**src/verilog/slu_defs.svh**
```systemverilog
// Constants for the 8-bit shift and logic unit.
// Assumes nothing beyond an includer that wants these names.
`ifndef SLU_DEFS_SVH
`define SLU_DEFS_SVH
`define SLU_W 8
`define SLU_MSB 7
`define SLU_LSB 0
`define SLU_NIB 4
`define SLU_ADDR_W 8
`define SLU_OP_W 5
`define SLU_ZERO_BYTE 8'h00
`define SLU_FLAG_W 4
`define SLU_FLAG_Z 0
`define SLU_FLAG_C 1
`define SLU_FLAG_HC 2
`define SLU_FLAG_OVF 3
`endif

```
**src/verilog/slu_pkg.sv**
```systemverilog
// Types shared by the shift and logic unit files.
// Assumes slu_defs.svh is on the include path.
`include "slu_defs.svh"
package slu_pkg;
  typedef enum logic [`SLU_OP_W-1:0] {
    SLU_OP_NONE = 5'h00,
    SLU_OP_SHR_W = 5'h01,
    SLU_OP_ROR_W = 5'h02,
    SLU_OP_SHR_M = 5'h03,
    SLU_OP_ROR_M = 5'h04,
    SLU_OP_SHL_W = 5'h05,
    SLU_OP_ROL_W = 5'h06,
    SLU_OP_SHL_M = 5'h07,
    SLU_OP_ROL_M = 5'h08,
    SLU_OP_SWAP_W = 5'h09,
    SLU_OP_AND_WI = 5'h0A,
    SLU_OP_AND_WM = 5'h0B,
    SLU_OP_AND_MW = 5'h0C,
    SLU_OP_OR_WI = 5'h0D,
    SLU_OP_OR_WM = 5'h0E,
    SLU_OP_OR_MW = 5'h0F,
    SLU_OP_XOR_WI = 5'h10,
    SLU_OP_XOR_WM = 5'h11,
    SLU_OP_XOR_MW = 5'h12,
    SLU_OP_XOR_IO = 5'h13
  } slu_op_t;

  typedef enum logic [1:0] {
    SLU_LG_AND = 2'h0,
    SLU_LG_OR = 2'h1,
    SLU_LG_XOR = 2'h2
  } slu_logic_t;

  typedef enum logic [1:0] {
    SLU_DST_NONE = 2'h0,
    SLU_DST_WORK = 2'h1,
    SLU_DST_MEM = 2'h2,
    SLU_DST_IO = 2'h3
  } slu_dst_t;

  function automatic logic slu_is_zero(input logic [`SLU_W-1:0] value);
    return value == `SLU_ZERO_BYTE;
  endfunction
endpackage

```
**src/verilog/slu_shifter.sv**
```systemverilog
// One-place shift, rotate through carry, and nibble swap of a byte.
// Purely combinational; the caller registers the result.
`timescale 1ns/1ns
`include "slu_defs.svh"
module slu_shifter (
  input wire logic [`SLU_W-1:0] operand,
  input wire logic carry_in,
  input wire logic left,
  input wire logic through_carry,
  input wire logic swap_nibbles,
  output logic [`SLU_W-1:0] result,
  output logic carry_out
);
  import slu_pkg::*;

  always_comb begin
    if (swap_nibbles) begin
      result = {operand[`SLU_NIB-1:`SLU_LSB], operand[`SLU_MSB:`SLU_NIB]}; // see RQ10
      carry_out = carry_in;
    end else if (left) begin
      // Lowest bit takes old carry or zero; old top bit leaves to carry
      result = {operand[`SLU_MSB-1:`SLU_LSB], through_carry & carry_in}; // see RQ5 see RQ6
      carry_out = operand[`SLU_MSB];
    end else begin
      result = {through_carry & carry_in, operand[`SLU_MSB:`SLU_LSB+1]}; // see RQ1 see RQ2
      carry_out = operand[`SLU_LSB];
    end
  end
endmodule

```
**src/verilog/slu_logic.sv**
```systemverilog
// Bitwise AND, OR and XOR of two bytes with a zero indication.
// Purely combinational; the caller registers the result.
`timescale 1ns/1ns
`include "slu_defs.svh"
module slu_logic (
  input wire logic [`SLU_W-1:0] a,
  input wire logic [`SLU_W-1:0] b,
  input wire slu_pkg::slu_logic_t fn,
  output logic [`SLU_W-1:0] result,
  output logic zero
);
  import slu_pkg::*;

  always_comb begin
    case (fn)
      SLU_LG_AND: result = a & b; // see RQ11
      SLU_LG_OR: result = a | b; // see RQ12
      SLU_LG_XOR: result = a ^ b; // see RQ13
      default: result = a;
    endcase
    zero = slu_is_zero(result); // see RQ16
  end
endmodule

```
**src/verilog/slu_top.sv**
```systemverilog
// Shift, rotate, nibble swap and bitwise logic unit of an 8-bit core.
// Assumes the core presents memory and IO read data with the request
// and performs the writes that this unit requests one cycle later.
//
// Contract
// RQ1: Right shift work register, zero in, carry out
// RQ2: Right rotate work register through carry
// RQ3: Right shift memory byte, write back, carry
// RQ4: Right rotate memory byte through carry, write back
// RQ5: Left shift work register, zero in, carry out
// RQ6: Left rotate work register through carry
// RQ7: Left shift memory byte, write back, carry
// RQ8: Left rotate memory byte through carry, write back
// RQ9: Shifts and rotates change only carry
// RQ10: Nibble swap of work register, no flags
// RQ11: AND with immediate or memory byte
// RQ12: OR with immediate or memory byte
// RQ13: XOR with immediate or memory byte
// RQ14: Logic ops update zero flag only
// RQ15: XOR into IO register, no flags
// RQ16: Zero flag set when result all zero
`timescale 1ns/1ns
`include "slu_defs.svh"
module slu_top (
  input wire logic ref_clk,
  input wire logic reset,
  input wire logic clk_en,
  input wire logic op_valid,
  input wire slu_pkg::slu_op_t op_code,
  input wire logic [`SLU_W-1:0] op_imm,
  input wire logic [`SLU_ADDR_W-1:0] mem_addr,
  input wire logic [`SLU_W-1:0] mem_rdata,
  input wire logic [`SLU_ADDR_W-1:0] io_addr,
  input wire logic [`SLU_W-1:0] io_rdata,
  input wire logic work_load,
  input wire logic [`SLU_W-1:0] work_in,
  input wire logic flags_load,
  input wire logic [`SLU_FLAG_W-1:0] flags_in,
  output logic [`SLU_W-1:0] work_register,
  output logic zero_flag,
  output logic carry_flag,
  output logic half_carry_flag,
  output logic overflow_flag,
  output logic mem_wr_en,
  output logic [`SLU_ADDR_W-1:0] mem_waddr,
  output logic [`SLU_W-1:0] mem_wdata,
  output logic io_wr_en,
  output logic [`SLU_ADDR_W-1:0] io_waddr,
  output logic [`SLU_W-1:0] io_wdata,
  output logic op_done
);
  import slu_pkg::*;

  logic take;
  logic is_shift;
  logic is_logic;
  logic sh_left;
  logic sh_through;
  logic sh_swap;
  logic [`SLU_W-1:0] sh_operand;
  logic [`SLU_W-1:0] sh_result;
  logic sh_carry;
  slu_logic_t lg_fn;
  logic [`SLU_W-1:0] lg_b;
  logic [`SLU_W-1:0] lg_result;
  logic lg_zero;
  slu_dst_t dst;
  logic [`SLU_W-1:0] next_result;

  assign take = clk_en & op_valid;

  // Operation decode: operand source, shift form, logic function, target
  always_comb begin
    is_shift = 1'h0;
    is_logic = 1'h0;
    sh_left = 1'h0;
    sh_through = 1'h0;
    sh_swap = 1'h0;
    sh_operand = work_register;
    lg_fn = SLU_LG_AND;
    lg_b = op_imm;
    dst = SLU_DST_NONE;
    case (op_code)
      SLU_OP_SHR_W: begin
        is_shift = 1'h1;
        dst = SLU_DST_WORK; // see RQ1
      end
      SLU_OP_ROR_W: begin
        is_shift = 1'h1;
        sh_through = 1'h1;
        dst = SLU_DST_WORK; // see RQ2
      end
      SLU_OP_SHR_M: begin
        is_shift = 1'h1;
        sh_operand = mem_rdata;
        dst = SLU_DST_MEM; // see RQ3
      end
      SLU_OP_ROR_M: begin
        is_shift = 1'h1;
        sh_through = 1'h1;
        sh_operand = mem_rdata;
        dst = SLU_DST_MEM; // see RQ4
      end
      SLU_OP_SHL_W: begin
        is_shift = 1'h1;
        sh_left = 1'h1;
        dst = SLU_DST_WORK; // see RQ5
      end
      SLU_OP_ROL_W: begin
        is_shift = 1'h1;
        sh_left = 1'h1;
        sh_through = 1'h1;
        dst = SLU_DST_WORK; // see RQ6
      end
      SLU_OP_SHL_M: begin
        is_shift = 1'h1;
        sh_left = 1'h1;
        sh_operand = mem_rdata;
        dst = SLU_DST_MEM; // see RQ7
      end
      SLU_OP_ROL_M: begin
        is_shift = 1'h1;
        sh_left = 1'h1;
        sh_through = 1'h1;
        sh_operand = mem_rdata;
        dst = SLU_DST_MEM; // see RQ8
      end
      SLU_OP_SWAP_W: begin
        sh_swap = 1'h1;
        dst = SLU_DST_WORK; // see RQ10
      end
      SLU_OP_AND_WI, SLU_OP_OR_WI, SLU_OP_XOR_WI: begin
        is_logic = 1'h1;
        dst = SLU_DST_WORK;
      end
      SLU_OP_AND_WM, SLU_OP_OR_WM, SLU_OP_XOR_WM: begin
        is_logic = 1'h1;
        lg_b = mem_rdata;
        dst = SLU_DST_WORK;
      end
      SLU_OP_AND_MW, SLU_OP_OR_MW, SLU_OP_XOR_MW: begin
        is_logic = 1'h1;
        lg_b = mem_rdata;
        dst = SLU_DST_MEM;
      end
      SLU_OP_XOR_IO: begin
        lg_b = io_rdata;
        dst = SLU_DST_IO; // see RQ15
      end
      default: begin
        dst = SLU_DST_NONE;
      end
    endcase
    case (op_code)
      SLU_OP_OR_WI, SLU_OP_OR_WM, SLU_OP_OR_MW: lg_fn = SLU_LG_OR;
      SLU_OP_XOR_WI, SLU_OP_XOR_WM, SLU_OP_XOR_MW, SLU_OP_XOR_IO: lg_fn = SLU_LG_XOR;
      default: lg_fn = SLU_LG_AND;
    endcase
  end

  slu_shifter u_shifter (
    .operand(sh_operand),
    .carry_in(carry_flag),
    .left(sh_left),
    .through_carry(sh_through),
    .swap_nibbles(sh_swap),
    .result(sh_result),
    .carry_out(sh_carry)
  );

  slu_logic u_logic (
    .a(work_register),
    .b(lg_b),
    .fn(lg_fn),
    .result(lg_result),
    .zero(lg_zero)
  );

  assign next_result = (is_shift | sh_swap) ? sh_result : lg_result;

  // Work register: operation result wins over a core load in the same cycle
  always_ff @(posedge ref_clk or posedge reset) begin
    if (reset) begin
      work_register <= `SLU_ZERO_BYTE;
    end else if (clk_en) begin
      if (op_valid && dst == SLU_DST_WORK) begin
        work_register <= next_result;
      end else if (work_load && !op_valid) begin
        work_register <= work_in;
      end
    end
  end

  // Flags: shifts touch carry, memory/immediate logic ops touch zero only
  always_ff @(posedge ref_clk or posedge reset) begin
    if (reset) begin
      zero_flag <= 1'h0;
      carry_flag <= 1'h0;
      half_carry_flag <= 1'h0;
      overflow_flag <= 1'h0;
    end else if (clk_en) begin
      if (op_valid) begin
        if (is_shift) begin
          carry_flag <= sh_carry; // see RQ9
        end
        if (is_logic) begin
          zero_flag <= lg_zero; // see RQ14 see RQ16
        end
      end else if (flags_load) begin
        zero_flag <= flags_in[`SLU_FLAG_Z];
        carry_flag <= flags_in[`SLU_FLAG_C];
        half_carry_flag <= flags_in[`SLU_FLAG_HC];
        overflow_flag <= flags_in[`SLU_FLAG_OVF];
      end
    end
  end

  // Memory write-back to the location that supplied the operand
  always_ff @(posedge ref_clk or posedge reset) begin
    if (reset) begin
      mem_wr_en <= 1'h0;
      mem_waddr <= `SLU_ZERO_BYTE;
      mem_wdata <= `SLU_ZERO_BYTE;
    end else if (clk_en) begin
      mem_wr_en <= op_valid && dst == SLU_DST_MEM; // see RQ3 see RQ7
      if (op_valid && dst == SLU_DST_MEM) begin
        mem_waddr <= mem_addr;
        mem_wdata <= next_result;
      end
    end
  end

  // IO register write-back
  always_ff @(posedge ref_clk or posedge reset) begin
    if (reset) begin
      io_wr_en <= 1'h0;
      io_waddr <= `SLU_ZERO_BYTE;
      io_wdata <= `SLU_ZERO_BYTE;
    end else if (clk_en) begin
      io_wr_en <= op_valid && dst == SLU_DST_IO; // see RQ15
      if (op_valid && dst == SLU_DST_IO) begin
        io_waddr <= io_addr;
        io_wdata <= lg_result;
      end
    end
  end

  always_ff @(posedge ref_clk or posedge reset) begin
    if (reset) begin
      op_done <= 1'h0;
    end else if (clk_en) begin
      op_done <= op_valid && dst != SLU_DST_NONE;
    end
  end

  // History of the inputs and state of the last enabled cycle, taken or not, read only by the checks below
  logic hist_take;
  slu_op_t hist_op;
  logic [`SLU_W-1:0] hist_work;
  logic [`SLU_W-1:0] hist_mem;
  logic [`SLU_W-1:0] hist_imm;
  logic [`SLU_W-1:0] hist_io;
  logic [`SLU_FLAG_W-1:0] hist_flags;

  always_ff @(posedge ref_clk or posedge reset) begin
    if (reset) begin
      hist_take <= 1'h0;
      hist_op <= SLU_OP_NONE;
      hist_work <= `SLU_ZERO_BYTE;
      hist_mem <= `SLU_ZERO_BYTE;
      hist_imm <= `SLU_ZERO_BYTE;
      hist_io <= `SLU_ZERO_BYTE;
      hist_flags <= 4'h0;
    end else if (clk_en) begin
      hist_take <= take;
      hist_op <= op_code;
      hist_work <= work_register;
      hist_mem <= mem_rdata;
      hist_imm <= op_imm;
      hist_io <= io_rdata;
      hist_flags <= {overflow_flag, half_carry_flag, carry_flag, zero_flag};
    end
  end
endmodule

```
**config.mk**
```make
export PLATFORM = sky130hd
export DESIGN_NAME = slu_top
export DESIGN_NICKNAME = d
export VERILOG_FILES = /design/src/verilog/slu_pkg.sv /design/src/verilog/slu_shifter.sv /design/src/verilog/slu_logic.sv /design/src/verilog/slu_top.sv
export VERILOG_INCLUDE_DIRS = /design/src /design/src/verilog
export SDC_FILE = /design/constraint.sdc
export NUM_CORES = 1
export LEC_CHECK = 0
export ABC_AREA = 1
export ABC_CLOCK_PERIOD_IN_PS = 4050
export BUFFER_PORTS_ARGS = -buffer_cell sky130_fd_sc_hd__buf_4
export CAP_MARGIN = 30
export CORE_MARGIN = 10
export CORE_UTILIZATION = 45
export DETAILED_ROUTE_END_ITERATION = 7
export HOLD_SLACK_MARGIN = 0.1
export PLACE_DENSITY = 0.82
export SYNTH_ARGS = -nofsm -noshare
export SYNTH_HDL_FRONTEND = slang
export SYNTH_SLANG_ARGS = --single-unit
```
**constraint.sdc**
```tcl
create_clock -name ref_clk -period 4.05 [get_ports ref_clk]
set_input_delay 0.81 -clock ref_clk [delete_from_list [all_inputs] [get_ports ref_clk]]
set_output_delay 0.81 -clock ref_clk [all_outputs]
set_load 0.02 [all_outputs]
```
# --- Word level (Yosys, flattened, before mapping) ---
# Cells that the tools add are included.
word_totals:
  wordCells: 95
  out_inout_bits: 47
  ff_bits: 47
  input_bits: 63
op_classes:
  n_eq_ne: 27
  reduce_logical: 27
  mux: 23
  bitwise_logic: 6
ops:
  columns: ["cell", "n"]
  rows:
  - ["8-bit two-way mux", 6]
  - ["5-bit by 4-bit == test with 1-bit output, second input constant", 8]
  - ["8-bit one-hot mux with 3 select lines", 1]
  - ["5-bit by 3-bit == test with 1-bit output, second input constant", 4]
  - ["5-bit == test, second input constant", 4]
  - ["8-bit one-hot mux with 2 select lines", 1]
  - ["4-bit OR reduction", 4]
  - ["1-bit two-way mux", 13]
  - ["11-bit OR reduction", 1]
  - ["5-bit by 2-bit == test with 1-bit output, second input constant", 2]
  - ["9-bit OR reduction", 1]
  - ["8-bit AND", 1]
  - ["8-bit zero test", 1]
  - ["8-bit OR", 1]
  - ["8-bit OR reduction", 1]
  - ["8-bit XOR", 1]
  - ["7-bit OR reduction", 1]
  - ["2-bit == test, second input constant", 3]
  - ["2-bit one-hot mux with 3 select lines", 1]
  - ["2-bit AND reduction", 3]
  - ["3-bit AND reduction", 2]
  - ["2-bit nonzero test", 3]
  - ["6-bit OR reduction", 1]
  - ["5-bit by 1-bit == test with 1-bit output, second input constant", 1]
  - ["other kinds (12)", 18]

# --- Longest topological paths before layout ---
logic_depth:
  ltp_word: 8
  depth_mapped: 20
  mapped_depth_nobuf: 18

# --- Modules after synthesis ---
# Synthesis repeated with hierarchy kept, for this count alone.
hier_totals:
  hier_cells: 499
  area_unflattened_um2: 3574.7
modules_own_cells:
  columns: ["mod", "area_each_um2", "seq_area_each_um2", "cells_per_inst", "n_inst"]
  rows:
  - ["slu_top", 2726.4, 1176.1, 348, 1]
  - ["slu_logic", 596.8, 0.0, 93, 1]
  - ["slu_shifter", 251.5, 0.0, 58, 1]

# --- Least setup slack after synthesis ---
# OpenSTA, ideal clock, no wires.
synth_timing:
  path_kind: "input -> register"
  from: "input port op_code[2]"
  to: "register zero_flag"
  path_buffers: 3
  setup_slack_ns: 1.053
  setup_time_ns: 0.077
  t_arrival_ns: 2.920
  stages: 18
  path_cell_list: "buf_6 > nor2_4 > nand2_2 > nor2_1 > buf_2 > inv_2 > nand4_2 > buf_4 > nor2_1 > a31oi_1 > inv_1 > ha_1 > nand2_1 > nand3_1 > or2_1 > nor2_1 > nand3_1 > a21oi_1"
synth_between:
  elab_chain_len: 8
synth_lines:
  columns: ["element", "line", "text"]
  rows:
  - ["from (decl)", "slu_top.sv:29", "input wire slu_pkg::slu_op_t op_code,"]
  - ["5-bit == test, or another cell as far along", "slu_top.sv:83, slu_top.sv:154", null]
  - ["4-bit OR reduction, or another cell as far along", "slu_top.sv:154", "case (op_code)"]
  - ["2-bit one-hot mux with 2 select lines / 8-bit one-hot mux with 2 select lines (equally long branches)", "slu_top.sv:154, slu_top.sv:83", null]
  - ["2-bit == test, or another cell as far along", "slu_logic.sv:15", "case (fn)"]
  - ["8-bit one-hot mux with 3 select lines", "slu_logic.sv:15", null]
  - ["8-bit zero test (no source line)", null, null]
  - ["1-bit two-way mux", "slu_top.sv:206", "if (is_logic) begin"]
  - ["1-bit two-way mux", "slu_top.sv:202", "if (op_valid) begin"]
  - ["to (signal assigned)", "slu_top.sv:207", "zero_flag <= lg_zero;"]
  - ["to (signal assigned)", "slu_top.sv:210", "zero_flag <= flags_in[`SLU_FLAG_Z];"]
  - ["to (decl)", "slu_top.sv:40", "output logic zero_flag,"]
# Several ways; a longest one is shown, not always the timed one. The select of a mux whose other input is x is not followed.
# A chain may end at the register's enable or synchronous reset.

# --- Worst setup path in the final report ---
# Ends and elaborated chain as after synthesis.

==> summary.md <==
| Metric | Value |
|---|---|
| Total of endpoints with negative setup slack in the final report | 0 |
| DRC errors left | 0 |
| Peak supply drop | 295 uV |
| Leading post-synthesis cells by cell area | sky130_fd_sc_hd__dfrtp_1 (33%), sky130_fd_sc_hd__nand2_1 (24%), sky130_fd_sc_hd__nand3_1 (12%) |
| Via-to-Cell Ratio | 5.27 |
| Relative contribution of sequential cells to total power | 37.6% |
| Layout Area Growth over Synthesis | 27.2% |
| Final antenna diode count | 0 |
| TritonCTS clock tree | done |
| H-tree lvl count | 2 |
| Post-synthesis instance area | 3580 um^2 |
| Initial detailed-routing violation count | 242 |
| Class of the tightest hold or removal check | in2async |
| Skew-Pair Late Insertion Delay | 310 ps |
| Maximum number of pins on one net before global-route repair | 48 |
| Crit path max-delay family | simple AND/OR/NAND/NOR gates |
| Postcts setup bufs | 0 |
| Max Clock Skew | 8.34 ps |
| Initial antenna violation count | 0 |
| Hold buffer count at cts | 0 |
| HPWL reported at the end of detailed placement | 9320 um |
| WL final | 11,900 um |
| Worst setup path startpoint | op_code[2] |
| Synthesized instance count | 550 |
| Via total after detailed routing | 3,979 |
| Rows | 32 |
| Fill cell total of the finished layout | 729 |
| Leftover overflow at the end of global routing | 0 |
| Kind of launch point of the worst setup path | primary input |
| Die Area | 11,900 um^2 |
| Crit path DAT | 3460 ps |
| Sinks on the clock net | 47 |
| Layout cells sized above 1 | 22.7% |
| Final setup TNS | 0 ps |
| Layout Cell Area excl Fill | 4550 um^2 |
| Cell type of the slowest stage on the worst timing path | sky130_fd_sc_hd__o21ai_0 |
| Start of the worst register-to-register path | work_register[1]$_DFFE_PP0P_ |
| Synthesized area per cell | 6.50 um^2 |
| Number of gates resized after CTS | 0 |
| Final worst slack | 819 ps |
| Worst-path clk slew | 90 ps |
| Internal power | 0.00104 W |
| Gpl congestion | 1.02 |
| Achievable clock frequency | 0.310 GHz |
| Post-synth ARST share | 100% |
| Normalized max-slew margin | 56.6% |
| Switching share of total power | 39.4% |
| Maximum fanout encountered on the critical timing path | 13 |
| DP Area | 4430 um^2 |
| Routed length per placed instance | 15.8 um |
| Library cell with the highest instance count after synthesis | sky130_fd_sc_hd__nand2_1 |
| Crit-path max cell delay | 280 ps |
| Net count after synthesis | 629 |
| Fraction of post-synthesis cell area in the top cell type by area | 32.9% |
| Number of enable flip-flop cells after synthesis | 0 |
| Post-placement worst setup slack | 574 ps |
| Final count of hold timing violations | 0 |
| Outcome | completed |
| Detail Route Antenna Nets | 0 |
| Floorplan core area | 7730 um^2 |
| Data required time of the worst path | 4280 ps |
| Unrepaired setup endpoints after global routing | false |
| Nature of the critical path endpoint | flip-flop |
| Clock Tree Root | sky130_fd_sc_hd__clkbuf_8 |
| Max Cap Violations | 0 |
| Yosys top cell by area | sky130_fd_sc_hd__dfrtp_1 |
| Shortest period the worst path allows | 3230 ps |
| Number of nets in the layout | 732 |
| Combinational cell fraction of total power | 42.4% |
| Actual slew at the worst max-slew pin | 650 ps |
| Max-slew violation count | 0 |
| Register bit count reported by yosys | 47 |
| Sequential share of the synthesized area | 32.9% |
| Final period utilization | 79.8% |
| Number of iterations in the first detailed-routing pass | 5 |
| I/O Pins | 110 |
| Effective utilization at floorplan | 46.3% |
| Num CTS Buffers | 5 |
| Post-synth cell types | 31 |
| Yosys Warn Count | 0 |
| Overall power after layout | 0.00171 W |
| Number of global-route vias before repair | 3,912 |
| Lkg Pwr | 2.57 nW |
| Buffer depth of the longest clock path | 2 |
| First-pass GRT wire length | 19,000 um |
| Class of the most critical setup path | in2reg |
| Primary FF master, synth | sky130_fd_sc_hd__dfrtp_1 |
| Net switching power of the design | 0.000674 W |
| Worst path cell trace | buf_4 > nor2_4 > nand2_2 > o21ai_0 > nand2_1 > nand3_1 > nand2_1 > a31oi_1 > inv_1 > ha_1 > nand2_1 > nand3_1 > nor3_1 > nand3_1 > a21oi_1 |
| Port Buffers | 109 |
| Clock Power Share | 20.0% |
| Die Height | 109 um |
| Power density cells | 376 nW/um^2 |
| Die X | 109 um |
| Final worst hold slack | 385 ps |
| Overall global routing resource usage | 19.6% |
| Ranking of synthesized cells by instance count | sky130_fd_sc_hd__nand2_1 (228), sky130_fd_sc_hd__nand3_1 (85), sky130_fd_sc_hd__dfrtp_1 (47), sky130_fd_sc_hd__inv_1 (45), sky130_fd_sc_hd__nor2_1 (42) |
| Crit path buf inv count | 2 |
==> registers in the layout, indices dropped and copies added (netlist names) <==
name,flops
io_wr_en,1
io_wdata,8
carry_flag,1
mem_wdata,8
mem_waddr,8
op_done,1
zero_flag,1
work_register,8
half_carry_flag,1
mem_wr_en,1
io_waddr,8
overflow_flag,1
==> placed cells by master, fill, tap and decap left out, drive strengths merged <==
master	synthesis	routed
nand3	88	88
ha	16	16
buf	17	113
nor3	3	3
clkinv	1	1
bufinv	0	1
a31oi	8	8
nand3b	8	8
a211oi	2	2
o21ai	7	7
nand4	4	4
or2	2	2
dfrtp	47	47
clkbuf	0	6
inv	55	55
a21oi	9	9
o211ai	1	1
nand2	231	231
nor2	51	51
==> layer usage <==
layer / wire length (um) / track usage [%] / vias to the layer above
li1: - / - / 1948
met1: 5000 / 24.3 / 1854
met2: 5840 / 34.1 / 160
met3: 892 / 4.37 / 17
met4: 167 / 3.39 / 0
met5: 0 / 0 / -
==> power groups by stage <==
stage	clock (W)	sequential (W)	combinational, W
2_1_floorplan	0	0.000749	0.000309
4_1_cts	0.000340	0.000640	0.000725
5_1_grt	0.000357	0.000653	0.000803
3_3_place_gp	0	0.000647	0.000712
3_5_place_dp	0	0.000647	0.000721
6_report	0.000343	0.000642	0.000724
==> layout make-up <==
type / count / area [um^2] / share of cell area (%)
inverter: 56 / 213 / 4.68
clock buffer: 6 / 72.6 / 1.60
sequential: 47 / 1180 / 25.9
clock inverter: 1 / 30.0 / 0.660
tap: 102 / 128 / 2.81
multi-input combinational: 430 / 2070 / 45.5
timing repair buffer: 113 / 861 / 18.9
==> cell families (layout without fill, tap and decap cells) <==
| group | count (synthesis) | in the layout | synth area share (%) |
|---|---|---|---|
| AOI/OAI and AO/OA | 27 | 27 | 4.27 |
| buffers and inverters | 73 | 176 | 9.27 |
| DFF | 47 | 47 | 32.9 |
| adders and majority gates | 16 | 16 | 5.60 |
| and+or+nand+nor | 387 | 387 | 48.0 |
==> final timing paths <==
check                      slack [ps]                            to  depth (start not counted)
max reg2reg                      2320         zero_flag$_DFFE_PP0P_                          7
min                               390       io_waddr[6]$_DFFE_PP0P_                          2
min in group ref_clk              480       io_waddr[3]$_DFFE_PP0P_                          2
max in group asynchronous        3200  work_register[5]$_DFFE_PP0P_                          3
min reg2reg                       480       io_waddr[3]$_DFFE_PP0P_                          2
max                               820         zero_flag$_DFFE_PP0P_                         15
==> through the flow <==
step	utilization, %	instances
4_1_cts	58.6	754
2_1_floorplan	-	550
3_3_place_gp	57.3	747
5_1_grt	58.9	755
3_5_place_dp	57.3	747
6_report	58.9	755
(Power assumes the default switching activity.)
